[config.mk]
export PLATFORM = sky130hd
export DESIGN_NAME = sfr_array_read
export DESIGN_NICKNAME = d
export VERILOG_FILES = /design/src/rtl/sfr_pkg.sv /design/src/rtl/sfr_sync.sv /design/src/rtl/sfr_array_read.sv
export SDC_FILE = /design/constraint.sdc
export NUM_CORES = 1
export LEC_CHECK = 0
export ABC_CLOCK_PERIOD_IN_PS = 4600
export BUFFER_PORTS_ARGS = -buffer_cell sky130_fd_sc_hd__buf_2
export CORE_ASPECT_RATIO = 1.4
export CORE_MARGIN = 8
export CORE_UTILIZATION = 25
export DETAILED_ROUTE_END_ITERATION = 7
export GPL_ROUTABILITY_DRIVEN = 0
export PLACE_DENSITY = 0.37
export SETUP_SLACK_MARGIN = 0.4
export SLEW_MARGIN = 20
export SYNTH_ARGS = -nofsm -noshare
export SYNTH_HDL_FRONTEND = slang
export SYNTH_SLANG_ARGS = --single-unit
[constraint.sdc]
create_clock -name clock -period 4.6 [get_ports clock]
set_clock_uncertainty 0.05 [all_clocks]
set_input_delay 1.38 -clock clock [delete_from_list [all_inputs] [get_ports clock]]
set_output_delay 1.38 -clock clock [all_outputs]
set_load 0.01 [all_outputs]
[src/rtl/sfr_pkg.sv]
// constants and types for the serial flash array read front end
//
// Overview of operation
// - opcode 0Bh, three address bytes, one dummy byte
// - 528-byte pages: 13-bit page, 10-bit offset
// - 512-byte pages: 13-bit page, 9-bit offset
// - after dummies every clock shifts next data bit
// - opcode 03h, address, data follows with no dummies
// - opcode 01h, address, data follows with no dummies
// - opcode D2h, address, four dummies, then data
// - page end continues at next page, no gap
// - array end wraps to first page, no gap
// - page read wraps within the same page
// - select rising ends read, output floats
// - reads use main array, buffers untouched
package sfr_pkg;

  // ***************************************************************
  // command set
  // ***************************************************************
  localparam logic [7:0] OP_FAST_READ = 8'h0B;
  localparam logic [7:0] OP_SLOW_READ = 8'h03;
  localparam logic [7:0] OP_LOW_POWER_READ = 8'h01;
  localparam logic [7:0] OP_PAGE_READ = 8'hD2;

  // dummy bytes after the address, per opcode
  localparam logic [2:0] DUMMY_NONE = 3'h0;
  localparam logic [2:0] DUMMY_FAST = 3'h1;
  localparam logic [2:0] DUMMY_PAGE = 3'h4;

  // ***************************************************************
  // framing and address layout
  // ***************************************************************
  localparam logic [5:0] OPCODE_LAST_BIT = 6'h07;
  localparam logic [5:0] ADDR_LAST_BIT = 6'h17;
  localparam int ADDR_W = 24;
  localparam int PAGE_W = 13;
  localparam int OFS_W = 10;
  localparam int STD_OFS_LSB = 0;
  localparam int STD_PAGE_LSB = 10;
  localparam int BIN_PAGE_LSB = 9;
  localparam logic [OFS_W-1:0] STD_LAST_BYTE = 10'h20F;
  localparam logic [OFS_W-1:0] BIN_LAST_BYTE = 10'h1FF;
  localparam logic [OFS_W-1:0] BIN_OFS_MASK = 10'h1FF;

  // ***************************************************************
  // reset values
  // ***************************************************************
  localparam logic [2:0] PIN_SYNC_RST = 3'h2;  // {sck, cs_n, si}: deselected
  localparam logic [2:0] BIT_IDX_RST = 3'h7;

  typedef enum logic [2:0] {
    ST_IDLE = 3'b000,
    ST_CMD = 3'b001,
    ST_ADDR = 3'b010,
    ST_DUMMY = 3'b011,
    ST_DATA = 3'b100,
    ST_IGNORE = 3'b101
  } sfr_state_t;

endpackage

[src/rtl/sfr_sync.sv]
// two-flop synchroniser for the serial pins
`timescale 1ns/1ps
module sfr_sync #(
  parameter int WIDTH = 3,
  parameter logic [WIDTH-1:0] RST_VAL = '0
) (
  input wire logic clock,
  input wire logic srst,
  input wire logic [WIDTH-1:0] async_in,
  output logic [WIDTH-1:0] sync_out
);

  logic [WIDTH-1:0] meta_q;
  logic [WIDTH-1:0] sync_q;

  // first stage feeds only the second stage
  always_ff @(posedge clock) begin
    if (srst) begin
      meta_q <= RST_VAL;
      sync_q <= RST_VAL;
    end else begin
      meta_q <= async_in;
      sync_q <= meta_q;
    end
  end

  assign sync_out = sync_q;

endmodule

[src/rtl/sfr_array_read.sv]
// array read command front end of a serial flash, on the system clock with sck oversampled through a synchroniser
`timescale 1ns/1ps
module sfr_array_read
  import sfr_pkg::*;
(
  input wire logic clock,
  input wire logic srst,
  input wire logic sck,
  input wire logic cs_n,
  input wire logic si,
  input wire logic page_bin,
  output logic so,
  output logic so_oe,
  output logic arr_rd,
  output logic [PAGE_W-1:0] arr_page,
  output logic [OFS_W-1:0] arr_ofs,
  input wire logic [7:0] arr_data,
  output logic read_active
);

  // ***************************************************************
  // pin synchronisation and serial clock edges
  // ***************************************************************
  logic sck_s;
  logic cs_n_s;
  logic si_s;
  logic sck_q;
  logic sck_d;
  logic sck_rise;
  logic sck_fall;

  // all three pins share one synchroniser so their skew stays equal
  sfr_sync #(
    .WIDTH(3),
    .RST_VAL(PIN_SYNC_RST)
  ) u_pin_sync (
    .clock(clock),
    .srst(srst),
    .async_in({sck, cs_n, si}),
    .sync_out({sck_s, cs_n_s, si_s})
  );

  // previous synchronised level for edge finding
  always_comb begin
    sck_d = sck_s;
  end

  // reset low to match the idle level of a mode 0 clock, so no false edge follows reset
  always_ff @(posedge clock) begin
    if (srst) begin
      sck_q <= 1'b0;
    end else begin
      sck_q <= sck_d;
    end
  end

  // edges only count while selected, so mode 3 idle-high is harmless
  assign sck_rise = sck_s & ~sck_q & ~cs_n_s;
  assign sck_fall = ~sck_s & sck_q & ~cs_n_s;

  // ***************************************************************
  // command, address and dummy sequencing
  // ***************************************************************
  // framing state and header shift register
  sfr_state_t state_q;
  sfr_state_t state_d;
  logic [5:0] cnt_q;
  logic [5:0] cnt_d;
  logic [ADDR_W-2:0] sh_q;
  logic [ADDR_W-2:0] sh_d;
  logic [2:0] dummy_q;
  logic [2:0] dummy_d;
  // page wrap mode, array pointer and fetch strobe
  logic wrap_page_q;
  logic wrap_page_d;
  logic [PAGE_W-1:0] page_q;
  logic [PAGE_W-1:0] page_d;
  logic [OFS_W-1:0] ofs_q;
  logic [OFS_W-1:0] ofs_d;
  logic rd_q;
  logic rd_d;
  // header fields decoded from the shift register
  logic [7:0] opcode;
  logic [ADDR_W-1:0] addr;
  logic [OFS_W-1:0] last_byte;
  logic [OFS_W-1:0] start_ofs;
  logic [PAGE_W-1:0] start_page;
  logic [5:0] dummy_last;
  logic [2:0] bit_q;

  // complete words include the bit arriving on this rising edge
  assign opcode = {sh_q[6:0], si_s};
  assign addr = {sh_q, si_s};
  assign last_byte = page_bin ? BIN_LAST_BYTE : STD_LAST_BYTE;
  assign dummy_last = 6'({dummy_q, 3'b000} - 6'h01);

  // address split depends on the page size in use
  always_comb begin
    if (page_bin) begin
      start_page = addr[BIN_PAGE_LSB +: PAGE_W];
      start_ofs = addr[STD_OFS_LSB +: OFS_W] & BIN_OFS_MASK;
    end else begin
      start_page = addr[STD_PAGE_LSB +: PAGE_W];
      start_ofs = addr[STD_OFS_LSB +: OFS_W];
    end
  end

  // one next-state process for the whole framing and the array pointer
  always_comb begin
    state_d = state_q;
    cnt_d = cnt_q;
    sh_d = sh_q;
    dummy_d = dummy_q;
    wrap_page_d = wrap_page_q;
    page_d = page_q;
    ofs_d = ofs_q;
    rd_d = 1'b0;
    // shift on every rising edge; only the framing decides what is used
    if (sck_rise) begin
      sh_d = addr[ADDR_W-2:0];
    end
    if (cs_n_s) begin
      // deselect abandons whatever was in progress
      state_d = ST_IDLE;
      cnt_d = '0;
    end else begin
      unique case (state_q)
        ST_IDLE: begin
          // selection seen: start counting opcode bits
          state_d = ST_CMD;
          cnt_d = '0;
        end
        ST_CMD: begin
          if (sck_rise) begin
            // the eighth rising edge completes the opcode
            if (cnt_q == OPCODE_LAST_BIT) begin
              cnt_d = '0;
              state_d = ST_ADDR;
              wrap_page_d = 1'b0;
              if (opcode == OP_FAST_READ) begin
                dummy_d = DUMMY_FAST;
              end else if (opcode == OP_SLOW_READ) begin
                dummy_d = DUMMY_NONE;
              end else if (opcode == OP_LOW_POWER_READ) begin
                dummy_d = DUMMY_NONE;
              end else if (opcode == OP_PAGE_READ) begin
                dummy_d = DUMMY_PAGE;
                wrap_page_d = 1'b1;
              end else begin
                // opcodes outside this block leave the output floating
                state_d = ST_IGNORE;
              end
            end else begin
              cnt_d = 6'(cnt_q + 6'h01);
            end
          end
        end
        ST_ADDR: begin
          if (sck_rise) begin
            if (cnt_q == ADDR_LAST_BIT) begin
              cnt_d = '0;
              page_d = start_page;
              // an offset past the page end is clamped rather than wrapped
              ofs_d = (start_ofs > last_byte) ? last_byte : start_ofs;
              if (dummy_q == DUMMY_NONE) begin
                // first byte must be ready by the very next falling edge
                state_d = ST_DATA;
                rd_d = 1'b1;
              end else begin
                state_d = ST_DUMMY;
              end
            end else begin
              cnt_d = 6'(cnt_q + 6'h01);
            end
          end
        end
        ST_DUMMY: begin
          // dummy bits are counted, their values are ignored
          if (sck_rise) begin
            if (cnt_q == dummy_last) begin
              cnt_d = '0;
              state_d = ST_DATA;
              rd_d = 1'b1;
            end else begin
              cnt_d = 6'(cnt_q + 6'h01);
            end
          end
        end
        ST_DATA: begin
          // fetch the next byte while its predecessor's last bit leaves
          if (sck_fall && bit_q == 3'h0) begin
            rd_d = 1'b1;
            if (ofs_q >= last_byte) begin
              ofs_d = '0;
              if (!wrap_page_q) begin
                page_d = 13'(page_q + 13'h0001);
              end
            end else begin
              ofs_d = 10'(ofs_q + 10'h001);
            end
          end
        end
        ST_IGNORE: begin
          // refused command: deselect is the only way out
          state_d = ST_IGNORE;
        end
        default: begin
          // illegal codes fall back to idle
          state_d = ST_IDLE;
        end
      endcase
    end
  end

  // framing and pointer registers
  always_ff @(posedge clock) begin
    if (srst) begin
      state_q <= ST_IDLE;
      cnt_q <= '0;
      sh_q <= '0;
      dummy_q <= DUMMY_NONE;
      wrap_page_q <= 1'b0;
      page_q <= '0;
      ofs_q <= '0;
      rd_q <= 1'b0;
    end else begin
      state_q <= state_d;
      cnt_q <= cnt_d;
      sh_q <= sh_d;
      dummy_q <= dummy_d;
      wrap_page_q <= wrap_page_d;
      page_q <= page_d;
      ofs_q <= ofs_d;
      rd_q <= rd_d;
    end
  end

  // ***************************************************************
  // array read port
  // ***************************************************************
  // only a read port exists, so no buffer or array content can change
  assign arr_rd = rd_q;
  assign arr_page = page_q;
  assign arr_ofs = ofs_q;

  // ***************************************************************
  // output shifter
  // ***************************************************************
  // fetch pipeline and serial output registers
  logic ld_q;
  logic ld_d;
  logic [7:0] byte_q;
  logic [7:0] byte_d;
  logic [2:0] bit_d;
  logic so_q;
  logic so_d;
  logic oe_q;
  logic oe_d;

  // byte returns one cycle after the read strobe; a serial half period
  // is many clock cycles, so it always lands before the next fall
  always_comb begin
    ld_d = rd_q;
    byte_d = ld_q ? arr_data : byte_q;
    bit_d = bit_q;
    so_d = so_q;
    if (state_q != ST_DATA || state_d != ST_DATA) begin
      // low on both sides of the data phase, so deselect never leaves
      // a stale bit on so once the driver lets go
      bit_d = BIT_IDX_RST;
      so_d = 1'b0;
    end else if (sck_fall) begin
      // msb first, one bit per falling edge, no gap between bytes
      so_d = byte_q[bit_q];
      bit_d = 3'(bit_q - 3'h1);
    end
    // the driver releases on the same cycle deselect is seen
    oe_d = (state_d == ST_DATA);
  end

  // so and so_oe fall together on deselect
  always_ff @(posedge clock) begin
    if (srst) begin
      ld_q <= 1'b0;
      byte_q <= '0;
      bit_q <= BIT_IDX_RST;
      so_q <= 1'b0;
      oe_q <= 1'b0;
    end else begin
      ld_q <= ld_d;
      byte_q <= byte_d;
      bit_q <= bit_d;
      so_q <= so_d;
      oe_q <= oe_d;
    end
  end

  // data and enable come straight from flip-flops
  assign so = so_q;
  assign so_oe = oe_q;
  assign read_active = oe_q;

endmodule

-- Yosys cells after proc, flatten, opt, wreduce, memory -nomap -nowiden
Cells that the tools add are included.
- add/sub/neg operators: 5
- order comparisons: 3
- equal/unequal tests: 22
- muxes and demuxes: 52
- bitwise operators: 7
- reduce and logical (&&, ||, !) cells: 15
- operators by type and width (operator ; count):
    two-way mux 13 bit ; 6
    two-way mux 10 bit ; 7
    two-way mux 3 bit ; 16
    two-way mux 6 bit ; 6
    one-hot mux 13 bit (2 select lines) ; 1
    one-hot mux 6 bit (4 select lines) ; 1
    one-hot mux 10 bit (2 select lines) ; 1
    one-hot mux 3 bit (6 select lines) ; 1
    != test 2 bit (second input constant) ; 7
    adder 13 x 1 -> 13 bit (second input constant) ; 1
    two-way mux 1 bit ; 11
    adder 10 x 1 -> 10 bit (second input constant) ; 1
    greater-or-equal comparator 10 bit ; 1
    > comparator 10 bit ; 1
    AND reduction 5 bit ; 2
    == test 3 bit (second input constant) ; 3
    zero test 3 bit ; 3
    == test 8 x 1 -> 1 bit (second input constant) ; 1
    == test 8 x 2 -> 1 bit (second input constant) ; 1
    == test 8 x 4 -> 1 bit (second input constant) ; 1
    == test 8 bit (second input constant) ; 1
    AND reduction 4 bit ; 2
    nonzero test 4 bit ; 2
    AND reduction 7 bit ; 1
    18 further kinds ; 26
- register bits after elaboration: 80
- input port bits: 14
- logic and storage cells: 120

-- Logic depth before layout (Yosys ltp)
- depth after elaboration: 12
- depth in mapped cells: 9
- mapped depth without buffers: 7

-- Modules after synthesis
From an unflattened synthesis, not the netlist that was laid out.
- cell total of the unflattened synthesis: 533
- area, all modules: 4216.5 sq um
- modules (own cells, without submodules) (module ; times used ; cells each ; area each (sq um)):
    sfr_array_read ; 1 ; 521 ; 4058.9
    sfr_sync ; 1 ; 12 ; 157.7

-- Least setup slack after synthesis
No wires, ideal clock.
- path type: input to register
- start: input port page_bin
- end: register ofs_q[6] (netlist: arr_ofs[6])
- arrival time: 3.491 ns
- path slack: 0.942 ns
- cell stages on the path: 9
- buffers on the path: 2
- path through: clkbuf_1 inv_1 ha_1 nand4_1 a2111oi_4 nor2_1 buf_2 a21o_1 a32o_1
- longest elaborated chain between the ends: 6
- elaborated cells on any way between the ends: 10
- RTL lines (item ; RTL line ; RTL):
    from (decl) ; sfr_array_read.sv:11 ; input wire logic page_bin,
    two-way mux 10 bit (on tied branches) ; sfr_array_read.sv:99, sfr_array_read.sv:94 ;
    > comparator 10 bit ; sfr_array_read.sv:164 ; ofs_d = (start_ofs > last_byte) ? last_byte : start_ofs;
    two-way mux 10 bit ; sfr_array_read.sv:164 ;
    two-way mux 10 bit ; sfr_array_read.sv:160 ; if (cnt_q == ADDR_LAST_BIT) begin
    two-way mux 10 bit ; sfr_array_read.sv:159 ; if (sck_rise) begin
    one-hot mux 10 bit (2 select lines) * ; sfr_array_read.sv:127 ; unique case (state_q)
    to (signal assigned) ; sfr_array_read.sv:233 ; ofs_q <= ofs_d;
    to (decl) ; sfr_array_read.sv:78 ; logic [OFS_W-1:0] ofs_q;
Mark *: on every way between the ends. The rest lies on a longest branch, timed or not. The select of a mux whose other input is x is not followed.
A chain may end at the register's enable or synchronous reset.

-- Worst setup path after layout
Ends and elaborated chain as after synthesis.

==> metrics.txt <==
fin crit share=a little over 80%; Setup crit start kind=primary input; compound-cell area share of the yosys netlist=20.90%; largest net degree at the start of global routing=39; placed instance count=738; die width=about 130 um; CTS Hold Bufs=0; row count=56; area growth from synthesis to layout=17.65%; power density cells=325.8 mW/mm^2; synthesis-stage register bit count=79; endpoints failing hold=0; post-route setup TNS=0 ps; drt initial violations=203; Top Layer Used=met4; post-synthesis sequential area ratio=a little under two fifths; mux cell area share after synthesis=~6%; drt total wl=12700 um; clock buffers created by TritonCTS=9; Post-synth top flop=dfxtp_1; Initial Util=25.53%; asr flop ratio synth=0%; DR vias=approximately 3800; global route overflow=0; Worst R2R Start=u_pin_sync.sync_out[1]; core area=0.01675 mm^2; Synth cell types=66; setup bufs post-CTS=0; Hold Startpoint=u_pin_sync.meta_q[1]; Leakage=between 1.5 and 2 nW; Avg Cell Area, Syn=8.190 um^2; total power=between 1.5 and 2 mW; Die Height=170.7 um; Worst Tran Pin Value=about 990 ps; syn_nets=around 550; CTS sink cnt=slightly below 80; RR Endpoint=dummy_q[0]; status=finished clean; Final ANT Viol Nets=0; crit-path max FO=16; # IOs=41; Pre-Repair DR Iteration Count=5; Clock Path Buffers=2; wire per inst=16.84 um; first-pass GRT wire length=around 20000 um; Adder-Cell Fraction of Synth Area=about 5%; post-route minimum period=roughly 3800 ps; Max-slew headroom=about a third; WS Path Type=in2reg; IO buf count=40; Hold WC Path Type=reg2reg; WL met2=around 6500 um; Clock Tree Root=clkbuf_16; synthesized-area fraction occupied by and/or/nand/nor cells=25.08%; die area=roughly 0.022 mm^2; pre-CTS setup slack=~490 ps; Met1 Routed Length=about 5500 um; R2R Setup Slk=around 1900 ps; Synth Cell Area=~0.0043 mm^2; final number of setup-violating endpoints=0; Pins Over Slew Limit=0; data required time of the worst path=approximately 4800 ps; worst skew pair latency=330 ps; RSZ-0062 raised after global routing=false; Syn Inst Count=522; via/cell ratio=just over 5; number of synthesized flops with an enable pin=0; Worst Hold End=u_pin_sync.sync_out[1]; number of global-route vias before repair=approximately 3800; nature of the critical path endpoint=flip-flop; H-Tree Depth=3; Peak VDD IR=roughly 0.21 mV; clk slew on worst S/H paths=70 ps; largest family of logic cells by synthesized area=simple AND/OR/NAND/NOR gates; post-layout net count=577; drt drc=0; initial antenna violation count=0; synth warn=0; PostCTS Resize Cnt=0; worst reg2reg path depth=5; worst hold path depth=1; WL met3=around 350 um; share of cells above drive strength 1=about 16%; ant diodes=0; Worst Path Arrival=around 3900 ps; Max-Cap Viols=0; fmax=265.8 MHz; xor/xnor share of the synthesized area=1.639%; CTS tree=built; final setup margin=approximately 840 ps; utilization after layout=30.04%; final std cells w/o fill=roughly 750; detailed-placement wirelength estimate=around 9000 um; Tot GR Track Use=between 10% and 20%
[cells by family after synthesis]
| kind of cell | after synthesis |
|---|---|
| compound gates | 136 |
| xor+xnor | 8 |
| fa+ha+maj | 17 |
| buf+inv | 47 |
| flops | 79 |
| mux | 23 |
| simple gates | 212 |
[synth_stat cells, drive strengths merged (3+ instances only)]
cell type / instances / share of area (%)
a211o: 3 / 0.61
nand3: 11 / 1.3
dfxtp: 79 / 37
nand2: 78 / 6.8
o211ai: 5 / 0.88
a22oi: 4 / 0.70
mux2i: 19 / 4.4
nor3b: 6 / 1.1
a21o: 5 / 0.88
nand4: 6 / 0.88
buf: 9 / 1.1
nor4: 6 / 0.88
and3: 4 / 0.59
xnor2: 4 / 0.82
ha: 17 / 5.0
a211oi: 7 / 1.2
o21bai: 3 / 0.53
a31oi: 5 / 0.73
nor3: 14 / 1.6
a21oi: 54 / 6.3
nand4b: 3 / 0.61
and4: 4 / 0.82
nor2: 40 / 3.5
nor2b: 11 / 1.6
o221a: 3 / 0.79
or3b: 3 / 0.61
and2: 3 / 0.44
clkbuf: 25 / 2.2
or2: 6 / 0.88
nand3b: 3 / 0.53
nand2b: 5 / 0.91
a221oi: 6 / 1.2
xor2: 4 / 0.82
o21ai: 21 / 2.5
inv: 13 / 1.1
[layer usage]
| metal | global-route usage [%] | vias to the layer above |
|---|---|---|
| li1 | - | 1938 |
| met2 | 21.61 | 67 |
| met3 | 1.931 | 16 |
| met1 | 13.16 | 1802 |
| met5 | 0 | - |
| met4 | 5.459 | 0 |
[sequential cells by signal (all words and copies together), names as in the netlist, 3 cells and up]
signal and flops:
arr_ofs 10, u_pin_sync.sync_out 3, arr_page 13, cnt_q 6
sh_q 22, u_pin_sync.meta_q 3, byte_q 8, state_q 3
bit_q 3
[where the power goes]
group          internal [mW]  switching (mW)  leakage [nW]  total, mW
Sequential             0.687         0.00257         0.638      0.689
Clock                  0.595           0.315         0.184      0.910
Combinational         0.0137          0.0257          1.08     0.0394
[critical path, cell delays in order]
cell and delay [ps]:
buf_2 320, inv_1 190, ha_1 330, nand4_1 160
a2111oi_4 630, nor2_1 360, a221o_1 370, a32o_1 200
[metrics by stage]
step,hold slack (ps),area (um^2)
after floorplan,339.5,4275
after global placement,363.9,4653
after detailed placement,357.5,4653
after CTS,372.9,5030
after global routing,390.3,5030
final,367.2,5030
[worst max path at each step]
stage                         from         end  slack, ps  depth (start not counted)
after global placement    page_bin  arr_ofs[0]        550                         10
final                     page_bin  arr_ofs[6]        840                          8
after global routing      page_bin  arr_ofs[0]        650                         10
after floorplan           page_bin  arr_ofs[6]        940                          9
after detailed placement  page_bin  arr_ofs[0]        490                         10
after CTS                 page_bin  arr_ofs[0]        820                         10
[cell type report]
class,count,area (um^2)
Fill cell,1772,11720
Multi-Input combinational cell,396,2516
Sequential cell,79,1582
Tap cell,203,254.0
Timing Repair Buffer,47,252.7
Clock buffer,9,225.2
Clock inverter,7,151.4
Inverter,13,48.80
[cells in the final DEF (no fill, tap or decap), types with 5 or more instances in the layout]
| master | count |
|---|---|
| a211oi_1 | 7 |
| a21o_1 | 5 |
| a21oi_1 | 54 |
| a221oi_1 | 6 |
| a31oi_1 | 5 |
| buf_2 | 40 |
| buf_4 | 7 |
| clkbuf_16 | 9 |
| dfxtp_1 | 79 |
| ha_1 | 17 |
| inv_1 | 13 |
| mux2i_1 | 19 |
| nand2_1 | 78 |
| nand3_1 | 11 |
| nand4_1 | 6 |
| nor2_1 | 40 |
| nor2b_1 | 11 |
| nor3_1 | 14 |
| nor4_1 | 6 |
| o211ai_1 | 5 |
| o21ai_0 | 21 |
| or2_2 | 6 |
Power figures use the tool's default switching activity.
